===== src/rtl/pmu_regs_pkg.sv =====
package pmu_regs_pkg;

  // ************************************************************
  // Register offsets
  // ************************************************************
  localparam logic [7:0] SYSTEM_CONTROL_OFFSET          = 8'h00;
  localparam logic [7:0] SCRATCHPAD_OFFSET              = 8'h01;
  localparam logic [7:0] BUCK1_PRIMARY_VOLTAGE_OFFSET   = 8'h20;
  localparam logic [7:0] BUCK1_SECONDARY_VOLTAGE_OFFSET = 8'h21;
  localparam logic [7:0] BUCK1_CONTROL_OFFSET           = 8'h22;
  localparam logic [7:0] BUCK2_PRIMARY_VOLTAGE_OFFSET   = 8'h30;

  // ************************************************************
  // Field positions
  // ************************************************************
  localparam int RESET_TIMER_BIT     = 7;
  localparam int RESPONSE_SELECT_BIT = 6;
  localparam int MONITOR_IRQ_BIT     = 5;
  localparam int SUPPLY_LOW_BIT      = 4;
  localparam int ENABLE_BIT          = 7;
  localparam int PHASE_BIT           = 6;
  localparam int MODE_BIT            = 5;
  localparam int DELAY_LSB           = 2;
  localparam int FAULT_IRQ_BIT       = 1;
  localparam int POWER_GOOD_BIT      = 0;

  // ************************************************************
  // Reset values
  // ************************************************************
  localparam logic [7:0] SYSTEM_CONTROL_RESET = 8'h00;
  localparam logic [3:0] SPARE_RESET          = 4'h0;
  localparam logic [5:0] BUCK1_PRIMARY_RESET  = 6'h00;
  localparam logic [5:0] BUCK1_SECOND_RESET   = 6'h00;
  localparam logic [2:0] DELAY_RESET          = 3'h0;
  localparam logic [5:0] BUCK2_PRIMARY_RESET  = 6'h00;

  // ************************************************************
  // Reset time-out figures and cycle counts at 200 MHz
  // ************************************************************
  localparam longint CLOCK_HZ         = 200000000;
  localparam longint SHORT_TIMEOUT_MS = 65;
  localparam longint LONG_TIMEOUT_MS  = 260;
  localparam longint SHORT_TIMEOUT_CYCLES = SHORT_TIMEOUT_MS * CLOCK_HZ / 1000;
  localparam longint LONG_TIMEOUT_CYCLES  = LONG_TIMEOUT_MS * CLOCK_HZ / 1000;

  // Pin synchroniser depth
  localparam int SYNC_STAGES = 3;

endpackage


===== src/rtl/pin_sync.sv =====
`timescale 1ns/1ps
// Three-stage pin synchroniser; output changes once stages two and three agree
module pin_sync (
  input  wire logic CLK,
  input  wire logic RST_N,
  input  wire logic pin_in,
  output logic      level_out
);

  logic [2:0] stage_reg;
  logic [2:0] stage_next;
  logic       level_reg;
  logic       level_next;

  // ************************************************************
  // Next values
  // ************************************************************
  always_comb begin
    stage_next = {stage_reg[1:0], pin_in};
    level_next = level_reg;
    if (stage_reg[1] == stage_reg[2]) begin
      level_next = stage_reg[2];
    end
  end

  // Registers
  always_ff @(posedge CLK) begin
    if (!RST_N) begin
      stage_reg <= 3'h0;
      level_reg <= 1'b0;
    end else begin
      stage_reg <= stage_next;
      level_reg <= level_next;
    end
  end

  assign level_out = level_reg;

endmodule


===== src/rtl/pmu_system_regulator_regs.sv =====
`timescale 1ns/1ps
module pmu_system_regulator_regs #(
  parameter longint SHORT_TIMEOUT = pmu_regs_pkg::SHORT_TIMEOUT_CYCLES,
  parameter longint LONG_TIMEOUT  = pmu_regs_pkg::LONG_TIMEOUT_CYCLES
) (
  input  wire logic       CLK,
  input  wire logic       RST_N,
  input  wire logic [7:0] ADDR,
  input  wire logic [7:0] WDATA,
  input  wire logic       WR,
  input  wire logic       RD,
  output logic      [7:0] RDATA,
  input  wire logic       VOLTAGE_CHOICE_PIN,
  input  wire logic       SUPPLY_BELOW_THRESHOLD,
  input  wire logic       BUCK1_POWER_GOOD,
  input  wire logic       BUCK1_FAULT,
  input  wire logic       SYSTEM_SHUTDOWN,
  input  wire logic       INPUT_UNDERVOLTAGE,
  input  wire logic       RESET_TRIGGER,
  output logic            RESET_OUTPUT_PIN_N,
  output logic      [3:0] SUPPLY_MONITOR_THRESHOLD,
  output logic            MONITOR_IRQ,
  output logic            MONITOR_SHUTDOWN,
  output logic            BUCK1_FAULT_IRQ,
  output logic      [5:0] BUCK1_VOLTAGE,
  output logic      [5:0] BUCK2_VOLTAGE,
  output logic            BUCK1_ENABLE,
  output logic            BUCK1_ANTI_PHASE,
  output logic            BUCK1_FORCED_PWM,
  output logic      [2:0] BUCK1_TURN_ON_DELAY
);

  // ************************************************************
  // Pin synchronisers
  // ************************************************************
  logic sel_sync;
  logic low_sync;
  logic pgood_sync;
  logic fault_sync;
  logic shut_sync;
  logic uvlo_sync;
  logic rst_trig_sync;

  pin_sync u_sel   (.CLK(CLK), .RST_N(RST_N), .pin_in(VOLTAGE_CHOICE_PIN),     .level_out(sel_sync));
  pin_sync u_low   (.CLK(CLK), .RST_N(RST_N), .pin_in(SUPPLY_BELOW_THRESHOLD), .level_out(low_sync));
  pin_sync u_pgood (.CLK(CLK), .RST_N(RST_N), .pin_in(BUCK1_POWER_GOOD),       .level_out(pgood_sync));
  pin_sync u_fault (.CLK(CLK), .RST_N(RST_N), .pin_in(BUCK1_FAULT),            .level_out(fault_sync));
  pin_sync u_shut  (.CLK(CLK), .RST_N(RST_N), .pin_in(SYSTEM_SHUTDOWN),        .level_out(shut_sync));
  pin_sync u_uvlo  (.CLK(CLK), .RST_N(RST_N), .pin_in(INPUT_UNDERVOLTAGE),     .level_out(uvlo_sync));
  pin_sync u_rtrig (.CLK(CLK), .RST_N(RST_N), .pin_in(RESET_TRIGGER),          .level_out(rst_trig_sync));

  // ************************************************************
  // Register state
  // ************************************************************
  logic       reset_timer_reg;
  logic       reset_timer_next;
  logic       response_select_reg;
  logic       response_select_next;
  logic       monitor_irq_enable_reg;
  logic       monitor_irq_enable_next;
  logic [3:0] threshold_reg;
  logic [3:0] threshold_next;
  logic [3:0] spare_reg;
  logic [3:0] spare_next;
  logic [5:0] b1_primary_reg;
  logic [5:0] b1_primary_next;
  logic [5:0] b1_second_reg;
  logic [5:0] b1_second_next;
  logic       b1_enable_reg;
  logic       b1_enable_next;
  logic       b1_phase_reg;
  logic       b1_phase_next;
  logic       b1_mode_reg;
  logic       b1_mode_next;
  logic [2:0] b1_delay_reg;
  logic [2:0] b1_delay_next;
  logic       fault_irq_enable_reg;
  logic       fault_irq_enable_next;
  logic [5:0] b2_primary_reg;
  logic [5:0] b2_primary_next;
  logic [7:0] rdata_reg;
  logic [7:0] rdata_next;

  // Register writes; hardware clears take priority over a write in the same cycle
  always_comb begin
    reset_timer_next        = reset_timer_reg;
    response_select_next    = response_select_reg;
    monitor_irq_enable_next = monitor_irq_enable_reg;
    threshold_next          = threshold_reg;
    spare_next              = spare_reg;
    b1_primary_next         = b1_primary_reg;
    b1_second_next          = b1_second_reg;
    b1_enable_next          = b1_enable_reg;
    b1_phase_next           = b1_phase_reg;
    b1_mode_next            = b1_mode_reg;
    b1_delay_next           = b1_delay_reg;
    fault_irq_enable_next   = fault_irq_enable_reg;
    b2_primary_next         = b2_primary_reg;
    if (WR) begin
      case (ADDR)
        pmu_regs_pkg::SYSTEM_CONTROL_OFFSET: begin
          reset_timer_next        = WDATA[pmu_regs_pkg::RESET_TIMER_BIT];
          response_select_next    = WDATA[pmu_regs_pkg::RESPONSE_SELECT_BIT];
          monitor_irq_enable_next = WDATA[pmu_regs_pkg::MONITOR_IRQ_BIT];
          threshold_next          = WDATA[3:0];
        end
        pmu_regs_pkg::SCRATCHPAD_OFFSET:              spare_next      = WDATA[3:0];
        pmu_regs_pkg::BUCK1_PRIMARY_VOLTAGE_OFFSET:   b1_primary_next = WDATA[5:0];
        pmu_regs_pkg::BUCK1_SECONDARY_VOLTAGE_OFFSET: b1_second_next  = WDATA[5:0];
        pmu_regs_pkg::BUCK1_CONTROL_OFFSET: begin
          b1_enable_next        = WDATA[pmu_regs_pkg::ENABLE_BIT];
          b1_phase_next         = WDATA[pmu_regs_pkg::PHASE_BIT];
          b1_mode_next          = WDATA[pmu_regs_pkg::MODE_BIT];
          b1_delay_next         = WDATA[pmu_regs_pkg::DELAY_LSB +: 3];
          fault_irq_enable_next = WDATA[pmu_regs_pkg::FAULT_IRQ_BIT];
        end
        pmu_regs_pkg::BUCK2_PRIMARY_VOLTAGE_OFFSET:   b2_primary_next = WDATA[5:0];
        default: begin
        end
      endcase
    end
    if (shut_sync) begin
      spare_next = pmu_regs_pkg::SPARE_RESET;
    end
    if (uvlo_sync) begin
      b1_delay_next = pmu_regs_pkg::DELAY_RESET;
    end
  end

  // Read mux; data stand in the cycle after the strobe only
  always_comb begin
    rdata_next = 8'h00;
    if (RD) begin
      case (ADDR)
        pmu_regs_pkg::SYSTEM_CONTROL_OFFSET:
          rdata_next = {reset_timer_reg, response_select_reg, monitor_irq_enable_reg,
                        low_sync, threshold_reg};
        pmu_regs_pkg::SCRATCHPAD_OFFSET:              rdata_next = {4'h0, spare_reg};
        pmu_regs_pkg::BUCK1_PRIMARY_VOLTAGE_OFFSET:   rdata_next = {2'h0, b1_primary_reg};
        pmu_regs_pkg::BUCK1_SECONDARY_VOLTAGE_OFFSET: rdata_next = {2'h0, b1_second_reg};
        pmu_regs_pkg::BUCK1_CONTROL_OFFSET:
          rdata_next = {b1_enable_reg, b1_phase_reg, b1_mode_reg, b1_delay_reg,
                        fault_irq_enable_reg, pgood_sync};
        pmu_regs_pkg::BUCK2_PRIMARY_VOLTAGE_OFFSET:   rdata_next = {2'h0, b2_primary_reg};
        default:                                      rdata_next = 8'h00;
      endcase
    end
  end

  // ************************************************************
  // Reset output timer
  // ************************************************************
  logic [31:0] timer_reg;
  logic [31:0] timer_next;
  logic        rst_out_n_reg;
  logic        rst_out_n_next;

  // Hold reset out low while triggered, then count the chosen time-out
  always_comb begin
    timer_next     = timer_reg;
    rst_out_n_next = rst_out_n_reg;
    if (rst_trig_sync) begin
      rst_out_n_next = 1'b0;
      timer_next     = reset_timer_reg ? 32'(SHORT_TIMEOUT) : 32'(LONG_TIMEOUT);
    end else if (timer_reg > 32'h0000_0001) begin
      timer_next = timer_reg - 32'h0000_0001;
    end else begin
      timer_next     = 32'h0000_0000;
      rst_out_n_next = 1'b1;
    end
  end

  // ************************************************************
  // Derived outputs
  // ************************************************************
  logic       mon_irq_reg;
  logic       mon_irq_next;
  logic       mon_shut_reg;
  logic       mon_shut_next;
  logic       fault_irq_reg;
  logic       fault_irq_next;
  logic [5:0] b1_volt_reg;
  logic [5:0] b1_volt_next;

  // Monitor response, interrupt gating and voltage selection
  always_comb begin
    mon_irq_next   = low_sync & response_select_reg & monitor_irq_enable_reg;
    mon_shut_next  = low_sync & ~response_select_reg;
    fault_irq_next = fault_sync & fault_irq_enable_reg;
    b1_volt_next   = sel_sync ? b1_second_reg : b1_primary_reg;
  end

  // Registers; reset timer starts at long time-out so reset output is held at power-up
  always_ff @(posedge CLK) begin
    if (!RST_N) begin
      reset_timer_reg        <= pmu_regs_pkg::SYSTEM_CONTROL_RESET[pmu_regs_pkg::RESET_TIMER_BIT];
      response_select_reg    <= pmu_regs_pkg::SYSTEM_CONTROL_RESET[pmu_regs_pkg::RESPONSE_SELECT_BIT];
      monitor_irq_enable_reg <= pmu_regs_pkg::SYSTEM_CONTROL_RESET[pmu_regs_pkg::MONITOR_IRQ_BIT];
      threshold_reg          <= pmu_regs_pkg::SYSTEM_CONTROL_RESET[3:0];
      spare_reg              <= pmu_regs_pkg::SPARE_RESET;
      b1_primary_reg         <= pmu_regs_pkg::BUCK1_PRIMARY_RESET;
      b1_second_reg          <= pmu_regs_pkg::BUCK1_SECOND_RESET;
      b1_enable_reg          <= 1'b0;
      b1_phase_reg           <= 1'b0;
      b1_mode_reg            <= 1'b0;
      b1_delay_reg           <= pmu_regs_pkg::DELAY_RESET;
      fault_irq_enable_reg   <= 1'b0;
      b2_primary_reg         <= pmu_regs_pkg::BUCK2_PRIMARY_RESET;
      rdata_reg              <= 8'h00;
      timer_reg              <= 32'(LONG_TIMEOUT);
      rst_out_n_reg          <= 1'b0;
      mon_irq_reg            <= 1'b0;
      mon_shut_reg           <= 1'b0;
      fault_irq_reg          <= 1'b0;
      b1_volt_reg            <= pmu_regs_pkg::BUCK1_PRIMARY_RESET;
    end else begin
      reset_timer_reg        <= reset_timer_next;
      response_select_reg    <= response_select_next;
      monitor_irq_enable_reg <= monitor_irq_enable_next;
      threshold_reg          <= threshold_next;
      spare_reg              <= spare_next;
      b1_primary_reg         <= b1_primary_next;
      b1_second_reg          <= b1_second_next;
      b1_enable_reg          <= b1_enable_next;
      b1_phase_reg           <= b1_phase_next;
      b1_mode_reg            <= b1_mode_next;
      b1_delay_reg           <= b1_delay_next;
      fault_irq_enable_reg   <= fault_irq_enable_next;
      b2_primary_reg         <= b2_primary_next;
      rdata_reg              <= rdata_next;
      timer_reg              <= timer_next;
      rst_out_n_reg          <= rst_out_n_next;
      mon_irq_reg            <= mon_irq_next;
      mon_shut_reg           <= mon_shut_next;
      fault_irq_reg          <= fault_irq_next;
      b1_volt_reg            <= b1_volt_next;
    end
  end

  // Outputs straight from flip-flops
  assign RDATA                    = rdata_reg;
  assign RESET_OUTPUT_PIN_N       = rst_out_n_reg;
  assign SUPPLY_MONITOR_THRESHOLD = threshold_reg;
  assign MONITOR_IRQ              = mon_irq_reg;
  assign MONITOR_SHUTDOWN         = mon_shut_reg;
  assign BUCK1_FAULT_IRQ          = fault_irq_reg;
  assign BUCK1_VOLTAGE            = b1_volt_reg;
  assign BUCK2_VOLTAGE            = b2_primary_reg;
  assign BUCK1_ENABLE             = b1_enable_reg;
  assign BUCK1_ANTI_PHASE         = b1_phase_reg;
  assign BUCK1_FORCED_PWM         = b1_mode_reg;
  assign BUCK1_TURN_ON_DELAY      = b1_delay_reg;

endmodule


===== config.mk =====
export PLATFORM = sky130hd
export DESIGN_NAME = pmu_system_regulator_regs
export DESIGN_NICKNAME = d
export VERILOG_FILES = /design/src/rtl/pmu_regs_pkg.sv /design/src/rtl/pin_sync.sv /design/src/rtl/pmu_system_regulator_regs.sv
export SDC_FILE = /design/constraint.sdc
export NUM_CORES = 1
export LEC_CHECK = 0
export ABC_AREA = 1
export BUFFER_PORTS_ARGS = -buffer_cell sky130_fd_sc_hd__buf_2
export CORE_AREA = 2 2 130 132
export DETAILED_ROUTE_END_ITERATION = 10
export DIE_AREA = 0 0 132 134
export MAX_ROUTING_LAYER = met4
export REMOVE_ABC_BUFFERS = 1
export SLEW_MARGIN = 20
export SYNTH_ARGS = -nofsm -noshare
export SYNTH_HDL_FRONTEND = slang
export SYNTH_SLANG_ARGS = --single-unit

===== constraint.sdc =====
create_clock -name CLK -period 1.9 [get_ports CLK]
set_clock_uncertainty 0.15 [all_clocks]
set_input_delay 0.19 -clock CLK [delete_from_list [all_inputs] [get_ports CLK]]
set_output_delay 0.19 -clock CLK [all_outputs]
set_load 0.01 [all_outputs]

---- Yosys cells after proc, flatten, opt, wreduce, memory -nomap -nowiden ----
Cells that the tools add are included.
storage, ports and cells
  register bits after elaboration ......... 114
  input port bits ......................... 27
  output and inout port bits .............. 34
  word-level logic and storage cells ...... 70
operators by class
  add/subtract/negate cells ............... 1
  $lt $le $gt $ge ......................... 1
  equal/unequal tests ..................... 12
  muxes and demuxes ....................... 5
  bitwise gates (word level) .............. 6
  reduce and logical (&&, ||, !) cells .... 11
operators with widths
  operator                                                                          number
  32-bit 2-to-1 mux                                                                 2
  8-bit case mux with 6 select lines                                                1
  8-bit by 6-bit equality test with 1-bit output, second input constant             4
  32-bit by 1-bit greater-than comparator with 1-bit output, second input constant  1
  32-bit by 1-bit subtractor with 32-bit output, second input constant              1
  26-bit 2-to-1 mux                                                                 1
  2-bit AND reduction                                                               7
  8-bit by 1-bit equality test with 1-bit output, second input constant             1
  8-bit logical NOT                                                                 1
  1-bit equality test                                                               7
  6-bit 2-to-1 mux                                                                  1
  2-bit OR reduction                                                                3
  1-bit AND                                                                         4
  1-bit NOT                                                                         2

---- Logic depth before layout (Yosys ltp) ----
Gate-level depths: netlist (run 1).
  depth in word-level cells ............... 3
  mapped depth ............................ 11
  depth with buffers taken out ............ 11

---- Cells and area by module ----
A second synthesis (run 1) with hierarchy kept.
second synthesis, totals
  cell total of the unflattened synthesis .. 648
  area total of the unflattened synthesis .. 4,869.7 sq um
modules (own cells, without submodules)
  module                     times used  cells each  area each (sq um)  seq. area each (sq um)
  pmu_system_regulator_regs  1           557         4,055.1            1,721.7
  pin_sync                   7           13          116.4              80.1

---- Worst setup path after synthesis (run 1) ----
No wires, ideal clock.
  path type ............................... reg-to-reg
  start ................................... reg timer_reg[0]
  end ..................................... reg timer_reg[18]
  library setup time ...................... 0.136 ns
  arrival time ............................ 1.295 ns
  required time ........................... 1.614 ns
  path slack .............................. 0.319 ns
  cell stages (with the launch flop) ...... 11
  path buffers ............................ 1
  period minus slack after synthesis ...... 1.581 ns
  cell sequence ........................... dfxtp_1 > inv_1 > ha_1 > nand2_4 > nor2_8 > nand2_4 > nand2_2 > nand2_2 > buf_6 > nand3_1 > a21oi_1
between the ends
  word-level cells in the longest chain between the ends .. 3
  elaborated cells on any way between the ends .. 4
  those cells by class .................... add/sub: 1; order compare: 1; mux: 2
RTL lines
  element                                                                                                                            RTL line                                                            RTL
  start, declared                                                                                                                    pmu_system_regulator_regs.sv:153                                    logic [31:0] timer_reg;
  start signal, assigned                                                                                                             pmu_system_regulator_regs.sv:210                                    timer_reg <= 32'(LONG_TIMEOUT);
  start signal, assigned                                                                                                             pmu_system_regulator_regs.sv:231                                    timer_reg <= timer_next;
  32-bit by 1-bit subtractor with 32-bit output / 32-bit by 1-bit greater-than comparator with 1-bit output (equally long branches)  pmu_system_regulator_regs.sv:166, pmu_system_regulator_regs.sv:165
  32-bit 2-to-1 mux *                                                                                                                pmu_system_regulator_regs.sv:165                                    end else if (timer_reg > 32'h0000_0001) begin
  32-bit 2-to-1 mux *                                                                                                                pmu_system_regulator_regs.sv:162                                    if (rst_trig_sync) begin
Every way passes the cells marked *; elsewhere a longest branch is shown, timed or not.
A chain may end at the register's enable or synchronous reset.

---- Worst setup path in the final report (run 1) ----
  start ................................... reg timer_reg[4]
  end ..................................... reg timer_reg[13]
Same word-level chain as after synthesis.

==> flow_summary.json, run 1 <==
{
  "outcome": "finished, final reports clean",
  "num-fill-cells": 1702,
  "io_buf_count": 60,
  "cp-start-kind": "register",
  "clkSlewWorstSetupHoldPaths_ns": 0.06,
  "vias": 4315,
  "power.density_cell_area_nw_per_um2": 1040,
  "yosys_register_bits": 114,
  "core_um2": 16300,
  "clock_tree.root_cell": "clkbuf_16",
  "finalCritPeriodShare": 0.934,
  "worst-path-max-fanout": 8,
  "cts_made_buffers": 17,
  "synthDistinctLibCells": 30,
  "grt_use_total": 0.150,
  "wire_length_of_the_first_global_routing_pass_mm": 20.3,
  "cts.repair_timing.setup_buffer_count": 0,
  "clock_path_buffers": 2,
  "most-common-layout-cells": "134 x nand2_1, 116 x nor2_1, 114 x dfxtp_1",
  "worst_ep_required_time_ns": 2.10,
  "gp_congestion": 0.901,
  "yosys-top-cells-area": "dfxtp_1 47%, nand2_1 10%, nor2_1 9.1%",
  "critical_path.max_stage_delay_ns": 0.34,
  "top_level_ports": 61,
  "fp-row-count": 47,
  "peakVddDrop_mv": 0.738,
  "htree_num_levels": 4,
  "layout_overhead_on_the_synthesized_area_pct": 29.6,
  "synth_warnings": 0,
  "fp.dieArea_um2": 17700,
  "r2r.worst_path.cells": 8,
  "number_of_flip_flops_under_the_largest_register_name": 32,
  "fin_tns_setup_ns": 0,
  "timing_hold_violations_final": 0,
  "timing_worst_setup_path_type": "reg2reg",
  "regToRegStartpoint": "timer_reg[4]",
  "chipHeight_um": 134,
  "first_global_vias": 4196,
  "hpwl_mm": 8.82,
  "critical_path.reg2reg.endpoint": "timer_reg[13]",
  "avgSynthCellArea_um2": 7.26,
  "final_ant_viol_nets": 0,
  "tightestPinTransition_ns": 0.452,
  "area.sequential_um2": 2280,
  "commonest_non_fill_non_tap_cell_in_the_layout": "nand2_1",
  "cts_sinks": 114,
  "initial_core_util": 0.297,
  "cp.arrival_ns": 1.97,
  "drt_pre_antenna_iters": 5,
  "post_synth_instance_area_um2": 4840,
  "cpMaxStageDelayCell": "dfxtp_1",
  "worst_hold_path.endpoint": "b1_second_reg[5]",
  "drt_drc_violations_left": 0,
  "synth_top_area_share": 0.472,
  "number_of_antenna_violations_at_the_first_check_in_global_routing": 0,
  "worst_setup_path_end_kind": "register",
  "finalSetupViolCount": 0,
  "hold_path.class": "in2reg",
  "globalRouteOverflowTotal": 0,
  "yosysTopAreaCell": "dfxtp_1",
  "layout_min_cycle_time_ns": 1.78,
  "multi_input_area_um2": 2180,
  "insertedDiodeCount": 0,
  "power.total_mw": 6.54,
  "wire_length_after_detailed_routing_mm": 12.2,
  "synthesis.instances": 666,
  "cap_viol_max_count": 0,
  "initialDrtViolationCount": 220,
  "fmax_ghz": 0.563,
  "drv_slew": 0,
  "post_route_cells_drive_above_1_share": 0.181,
  "final_util": 0.385,
  "nets": 790,
  "clock_tree_from_tritoncts": "yes",
  "detail_route.vias_per_cell": 4.34,
  "min-delay-start": "RST_N",
  "timing.critical_path.mode_cell": "nand2_1",
  "min_delay_path_depth": 3,
  "rrSetupSlack_ns": 0.12,
  "rsz0062_at_grt": "no",
  "worstSkewPairLatency_ns": 0.42,
  "leakagePower_nw": 2.82,
  "pin_count_of_the_biggest_net_entering_global_routing": 34,
  "routed_wire_length_per_instance_um": 12.3,
  "die_width_um": 132,
  "timing.max_slew.rel_slack": 0.698,
  "worstPathCellList": "nor2_1 > nand2_1 > nor2_4 > nand2_1 > nor2_1 > xor2_1 > nand2_1 > nand2_1",
  "synth.yosys.seq_area_share": 0.472
}
[cell type report]
class,instances,share of cell area
multi-input combinational,456,0.348
sequential,114,0.364
clock inverter,12,0.0325
tap,220,0.0439
clock buffer,20,0.0729
timing repair buffer,88,0.0879
inverter,84,0.0503
[per-stage QoR]
step | instance area, um^2 | hold slack [ns] | std cells | worst slack, ns
finish | 6270 | 0.0581 | 994 | 0.125
global route | 6270 | 0.0408 | 994 | 0.00626
CTS | 6260 | 0.0421 | 994 | 0.108
detailed placement | 5440 | 0.227 | 946 | 0.128
global placement | 5440 | 0.220 | 946 | 0.163
floorplan | 4770 | 0.133 | 654 | 0.259
[per-layer routing]
metal / up-vias / wire, um / track usage / share of wire
met5: - / 0 / - / 0
met4: 0 / 257 / 0.0646 / 0.021
met3: 22 / 532 / 0.0435 / 0.044
met2: 101 / 5440 / 0.229 / 0.45
met1: 1899 / 5970 / 0.184 / 0.49
li1: 2293 / - / - / -
[critical path, delay by kind of cell, from the launching register on]
family / cells / cell delay [ns]
xor+xnor: 1 / 0.16
flops: 1 / 0.34
simple gates: 7 / 1.05
[kinds of logic after synthesis]
logic type | after synthesis | synth area share
AOI/OAI and AO/OA | 115 | 0.121
xor gates and xnor gates | 15 | 0.0272
adders and majority gates | 2 | 0.00517
buffers and inverters | 96 | 0.0784
DFF | 114 | 0.472
and+or+nand+nor | 324 | 0.296
[repair_timing]
item	in CTS	in global routing
resized for setup	0	3
hold endpoints to repair	39	0
hold buffers	16	0
setup endpoints to repair	0	14
[worst max path at each step]
stage / end / startpoint
5_1_grt: timer_reg[22] / timer_reg[1]
6_report: timer_reg[13] / timer_reg[4]
4_1_cts: timer_reg[25] / timer_reg[0]
2_1_floorplan: timer_reg[13] / timer_reg[0]
3_5_place_dp: timer_reg[25] / timer_reg[0]
3_3_place_gp: timer_reg[25] / timer_reg[4]
[where the power goes]
part	internal [mW]	leakage [nW]	total (mW)	switching [mW]
clock network	2.40	0.313	3.53	1.13
logic	0.184	1.58	0.493	0.310
registers	2.45	0.924	2.51	0.0563
total	5.04	2.82	6.54	1.50
[synth_stat cells]
cell and number:
ha_1 2, clkinv_1 1, xnor2_1 6, nand2_2 6, o21ai_1 3, nand3_2 1, a21oi_1 52, buf_1 1
buf_6 2, or2_2 2, nand3_1 30, a21o_1 3, nor3_1 2, xor2_1 9, buf_2 3, nand2_4 2
nor2_4 7, nand2_1 135, inv_2 3, inv_1 80, nor2_2 11, nand3b_1 2, nor2_8 1, dfxtp_1 114
clkbuf_1 6, o21bai_1 1, nand4_1 7, o21ai_0 56, nand3_4 1, nor2_1 117
Power figures use the tool's default switching activity.
==> run 2: changes to the inputs <==
Settings changed: ABC_AREA 1 to unset, CORE_AREA 2 2 130 132 to 2 2 127 129, CTS_CLUSTER_SIZE set to 24, DIE_AREA 0 0 132 134 to 0 0 129 131.
==> run 2 against run 1 <==
  * The run now ends with setup timing left
  * Routed wire length is 1.8% lower
  * Synthesized cell count down 24%
  * Utilization increased by 1.9 points
  * Global-route usage increased by 0.47 points
  * Via count is 5.1% lower
  * Worst hold slack got worse by 0.031 ns
  * Design area grew 0.58%
  * Non-clock buffer count rose by 45
  * Sequential power about the same
  * Synthesized area is 5.4% lower
  * Die area is 4.5% lower
  * Largest power group unchanged
==> flow_summary.json, run 2 <==
{
  "outcome": "finished, violations left",
  "violations": "setup timing",
  "core_um2": 15600,
  "ys_dominant_reg_cell": "dfxtp_1",
  "worst-path-max-fanout": 2,
  "initial_core_util": 0.293,
  "critical_path.reg2reg.endpoint": "timer_reg[31]",
  "rrSetupSlack_ns": -0.52,
  "power.density_cell_area_nw_per_um2": 1000,
  "vias": 4095,
  "worstSkewPairLatency_ns": 0.41,
  "timing.max_slew.rel_slack": 0.403,
  "yosys_register_bits": 114,
  "hold_path.class": "in2reg",
  "min_delay_path_depth": 3,
  "cts_made_buffers": 17,
  "synth_top_area_share": 0.499,
  "netlist_top_cells_count": "114 x dfxtp_1, 62 x nand2_1, 41 x nand3_1, 36 x a21boi_0, 28 x nor2_1",
  "avgSynthCellArea_um2": 9.02,
  "clock_tree.root_cell": "clkbuf_16",
  "number_of_flip_flops_under_the_largest_register_name": 32,
  "initialDrtViolationCount": 289,
  "wire_length_after_detailed_routing_mm": 12.0,
  "drv_slew": 0,
  "routed_wire_length_per_instance_um": 13.9,
  "cp-start-kind": "register",
  "final_ant_viol_nets": 0,
  "synth_async_sr_flop_share": 0,
  "tightestPinTransition_ns": 0.893,
  "min-delay-start": "RD",
  "worst_ep_required_time_ns": 2.09,
  "worstPathCellList": "or4_4 > or4_4 > or2_1 > or4_1 > a21oi_1",
  "peakVddDrop_mv": 0.584,
  "power.total_mw": 6.32,
  "fp-row-count": 46,
  "nets": 661,
  "chipHeight_um": 131,
  "wire_length_of_the_first_global_routing_pass_mm": 19.7,
  "cp.arrival_ns": 2.61,
  "timing_hold_violations_final": 0,
  "io_buf_count": 60,
  "cts_sinks": 114,
  "top_level_ports": 61,
  "critical_path.max_stage_delay_ns": 0.53,
  "finalSetupViolCount": 33,
  "yosysTopAreaCell": "dfxtp_1",
  "first_global_vias": 3976,
  "clock_path_buffers": 2,
  "layout_min_cycle_time_ns": 2.42,
  "die_width_um": 129,
  "hpwl_mm": 8.52,
  "clock_tree_from_tritoncts": "yes",
  "timing_worst_setup_path_type": "reg2reg",
  "placement.setup.worst_slack_ns": -0.591,
  "setup_slack_ns": -0.520,
  "regToRegStartpoint": "timer_reg[22]",
  "cts.repair_timing.setup_buffer_count": 0,
  "dpl.cell_count": 812,
  "drt_pre_antenna_iters": 4,
  "yosys-top-cells-area": "dfxtp_1 50%, a21boi_0 5.9%, nand2_1 5.1%",
  "synth.yosys.seq_area_share": 0.499,
  "most-common-layout-cells": "113 x dfxtp_1, 61 x nand2_1, 60 x buf_2",
  "number_of_antenna_violations_at_the_first_check_in_global_routing": 0,
  "post_synth_instance_area_um2": 4580,
  "worst_setup_path_end_kind": "register",
  "most_frequent_cell_after_synthesis": "dfxtp_1",
  "clkSlewWorstSetupHoldPaths_ns": 0.06,
  "cpMaxStageDelayCell": "or4_4",
  "gp_congestion": 0.876,
  "drt_drc_violations_left": 0,
  "globalRouteOverflowTotal": 0,
  "pin_count_of_the_biggest_net_entering_global_routing": 44,
  "fp.dieArea_um2": 16900,
  "cap_viol_max_count": 0,
  "synth-edff-count": 0,
  "count_of_placed_standard_cells_in_the_final_layout_fillers_left_out": 861,
  "fmax_ghz": 0.413,
  "worst_hold_path.endpoint": "RDATA[1]",
  "post_route_cells_drive_above_1_share": 0.264,
  "commonest_non_fill_non_tap_cell_in_the_layout": "dfxtp_1",
  "synth_warnings": 0,
  "rsz0062_at_grt": "yes",
  "timing.critical_path.mode_cell": "or4_4",
  "detail_route.vias_per_cell": 4.76,
  "layout_overhead_on_the_synthesized_area_pct": 37.7,
  "leakagePower_nw": 2.33,
  "r2r.worst_path.cells": 5,
  "finalCritPeriodShare": 1.27,
  "insertedDiodeCount": 0,
  "synthesis.instances": 507,
  "synthDistinctLibCells": 41,
  "holdWs_ns": 0.0274,
  "grt_use_total": 0.154,
  "htree_num_levels": 4
}
==> run 2: changes by cell type after synthesis, moves of 21 or more <==
cell	before	now
nand2_1	135	62
a21boi_0	0	36
inv_1	80	3
nor2_1	117	28
o21ai_0	56	22
and2_1	0	21
a21oi_1	52	25
==> run 2: power by group <==
group,total [mW],switching (mW),internal [mW]
clock network,3.22,1.10,2.12
registers,2.50,0.0384,2.47
logic,0.597,0.298,0.299
total,6.32,1.43,4.89
==> run 2: cell type report <==
| type | count | area [um^2] |
|---|---|---|
| Sequential cell | 114 | 2280 |
| Inverter | 3 | 11.3 |
| Multi-Input combinational cell | 363 | 2230 |
| Fill cell | 1529 | 9300 |
| Clock inverter | 10 | 131 |
| Tap cell | 216 | 270 |
| Clock buffer | 22 | 464 |
| Timing Repair Buffer | 133 | 911 |
==> run 2: critical path, delay by kind of cell (launching register included) <==
kind            cells  cell delay (ns)
flops               1             0.31
simple gates        4             1.75
compound gates      1             0.14
==> run 2: logic make-up (layout without fill, tap and decap cells) <==
| family | count (synthesis) | in the layout | share of synthesized area |
|---|---|---|---|
| AND/OR/NAND/NOR | 221 | 223 | 0.247 |
| XOR/XNOR | 24 | 24 | 0.0459 |
| AO/OA/AOI/OAI | 106 | 106 | 0.154 |
| flip-flops | 114 | 114 | 0.499 |
| adder cells (fa/ha/maj) | 2 | 2 | 0.00547 |
| multiplexers | 8 | 8 | 0.0178 |
| buffers and inverters | 32 | 168 | 0.0317 |
==> run 2: metal layers <==
| layer | GRT usage | part of all wire |
|---|---|---|
| met5 | - | 0 |
| met4 | 0.0454 | 0.013 |
| met3 | 0.0452 | 0.049 |
| met2 | 0.248 | 0.48 |
| met1 | 0.188 | 0.46 |
==> run 2: worst max-delay path by stage <==
stage | from | to | cells after the start
floorplan | timer_reg[12] | timer_reg[31] | 5
global placement | timer_reg[24] | timer_reg[25] | 5
detailed placement | timer_reg[12] | timer_reg[19] | 5
CTS | timer_reg[22] | timer_reg[31] | 5
global route | timer_reg[12] | timer_reg[7] | 5
finish | timer_reg[22] | timer_reg[31] | 5
==> run 2: repair_timing <==
action / CTS / global route
pin swaps: 12 / 2
gates cloned: 2 / 0
setup endpoints to repair: 33 / 33
hold buffers: 15 / 0
resized for setup: 21 / 5
endpoints found under the hold margin: 43 / 0
==> run 2: stage by stage <==
step	area, um^2	TNS (ns)	util
floorplan	4440	-18.71	-
global placement	5470	-17.70	0.351
detailed placement	5470	-18.47	0.351
CTS	6290	-15.27	0.403
global route	6300	-17.96	0.404
finish	6300	-15.95	0.404
==> run 3: changes to the inputs <==
Settings changed: MAX_ROUTING_LAYER met4 to unset.
==> run 3 against run 2 <==
  * The flow still finishes with violations (setup timing)
  * Register-to-register slack hardly changed
  * Count of clock-buffer cells in the layout did not move
  * Sequential power is essentially flat
  * Final cell count unchanged
  * Global-route usage fell by 0.45 points
  * Worst setup slack about the same
==> flow_summary.json, run 3 (synthesis gave the netlist of run 2 again) <==
{
  "layout_min_cycle_time_ns": 2.42,
  "initialDrtViolationCount": 300,
  "power_frac_clock": 0.509,
  "vias": 4064,
  "nets": 661,
  "cts.repair_timing.setup_buffer_count": 0,
  "switching_share": 0.227,
  "final_ant_viol_nets": 0,
  "core_um2": 15600,
  "outcome": "finished, violations left",
  "hold_path.class": "in2reg",
  "summed_area_of_non_filler_cells_in_the_final_layout_um2": 6300,
  "power.density_cell_area_nw_per_um2": 1000,
  "timing_hold_violations_final": 0,
  "clkSlewWorstSetupHoldPaths_ns": 0.06,
  "worst-path-max-fanout": 8,
  "initial_core_util": 0.293,
  "cts_made_buffers": 17,
  "dpl.cell_count": 812,
  "tightestPinTransition_ns": 0.903,
  "clock_tree.root_cell": "clkbuf_16",
  "placement.setup.worst_slack_ns": -0.591,
  "num-fill-cells": 1529,
  "clock_tree_from_tritoncts": "yes",
  "setup_slack_ns": -0.520,
  "rsz0062_at_grt": "yes",
  "drt_drc_violations_left": 0,
  "cap_viol_max_count": 0,
  "regToRegStartpoint": "timer_reg[12]",
  "violations": "setup timing",
  "hpwl_mm": 8.52,
  "fp.dieArea_um2": 16900,
  "combinationalPowerShare": 0.094,
  "insertedDiodeCount": 0,
  "wire_length_of_the_first_global_routing_pass_mm": 19.7,
  "cts_sinks": 114,
  "post_dp_cell_area_um2": 5470,
  "share_seq_of_total_power": 0.396,
  "drv_slew": 0,
  "startpoint": "timer_reg[12]",
  "number_of_antenna_violations_at_the_first_check_in_global_routing": 0,
  "worst_setup_path_end_kind": "register",
  "worst_ep_required_time_ns": 2.05,
  "timing.max_slew.rel_slack": 0.397,
  "fp-row-count": 46,
  "finalCritPeriodShare": 1.27,
  "leakagePower_nw": 2.33,
  "post_route_cells_drive_above_1_share": 0.264,
  "area.sequential_um2": 2280,
  "clock_path_buffers": 2,
  "htree_num_levels": 4,
  "gp_congestion": 0.862,
  "power.total_mw": 6.32,
  "multi_input_area_um2": 2230,
  "holdWs_ns": 0.0265,
  "cellInternalPower_mw": 4.89,
  "fmax_ghz": 0.413,
  "pin_count_of_the_biggest_net_entering_global_routing": 44,
  "grt_use_total": 0.150,
  "io_buf_count": 60,
  "commonest_non_fill_non_tap_cell_in_the_layout": "dfxtp_1",
  "top_level_ports": 61,
  "timing_worst_setup_path_type": "reg2reg",
  "detail_route.vias_per_cell": 4.72,
  "cp-start-kind": "register",
  "worstSkewPairLatency_ns": 0.41,
  "globalRouteOverflowTotal": 0,
  "wire_length_after_detailed_routing_mm": 12.0,
  "finalSetupViolCount": 33,
  "number_of_flip_flops_under_the_largest_register_name": 32,
  "peakVddDrop_mv": 0.582,
  "layout_overhead_on_the_synthesized_area_pct": 37.7,
  "routed_wire_length_per_instance_um": 13.9,
  "die_width_um": 129,
  "chipHeight_um": 131,
  "first_global_vias": 3973,
  "count_of_placed_standard_cells_in_the_final_layout_fillers_left_out": 861,
  "most-common-layout-cells": "113 x dfxtp_1, 61 x nand2_1, 60 x buf_2",
  "netSwitchingPower_mw": 1.43,
  "cp.arrival_ns": 2.57,
  "rrSetupSlack_ns": -0.52,
  "drt_pre_antenna_iters": 5,
  "min-delay-start": "RD"
}
run 3: cell types whose count changed in the layout (fill, tap and decap cells not counted):
cell and delta:
or2_1 -1, or2_0 +1
run 3: area by class of cell:
cell class | instances | area share
repair buffers | 133 | 0.145
inverters | 3 | 0.00179
clock buffers | 22 | 0.0737
multi-input cells | 363 | 0.354
clock inverters | 10 | 0.0208
well taps | 216 | 0.0429
flip-flops and latches | 114 | 0.362
run 3: worst paths after layout:
kind / depth (start not counted) / endpoint
setup / recovery: 5 / timer_reg[28]
hold / removal: 3 / RDATA[1]
setup reg to reg: 5 / timer_reg[28]
hold reg to reg: 1 / u_pgood.stage_reg[1]
run 3: power by group through the flow:
stage / combinational, mW / sequential [mW] / clock [mW]
global placement: 0.508 / 2.55 / 0
global route: 0.660 / 2.51 / 3.38
floorplan: 0.232 / 2.56 / 0
detailed placement: 0.527 / 2.55 / 0
CTS: 0.584 / 2.50 / 3.28
finish: 0.597 / 2.50 / 3.22
run 3: routing by layer:
layer / wire length [um] / vias up / global-route usage
met5: 0 / - / 0
met4: 103 / 0 / 0.0454
met3: 526 / 7 / 0.0456
met2: 5840 / 88 / 0.248
met1: 5500 / 1916 / 0.189
li1: - / 2053 / -
run 3: stage by stage:
step	utilization	setup TNS, ns
2_1_floorplan	-	-18.71
3_3_place_gp	0.351	-17.70
3_5_place_dp	0.351	-18.47
4_1_cts	0.403	-15.27
5_1_grt	0.404	-17.99
6_report	0.404	-15.92
run 3: timing repair:
action / in CTS / in global routing
hold buffers: 15 / 0
resized for setup: 21 / 4
endpoints found under the hold margin: 43 / 0
endpoints found under the setup margin: 33 / 33
pin swaps: 12 / 2
cloned: 2 / 0
run 3: worst max-delay path, stage by stage (launching register included):
cell and delay [ns]:
dfxtp_2 0.32, or4_4 0.54, or4_4 0.51, or4_4 0.57, nand2_8 0.16, nor2_1 0.05
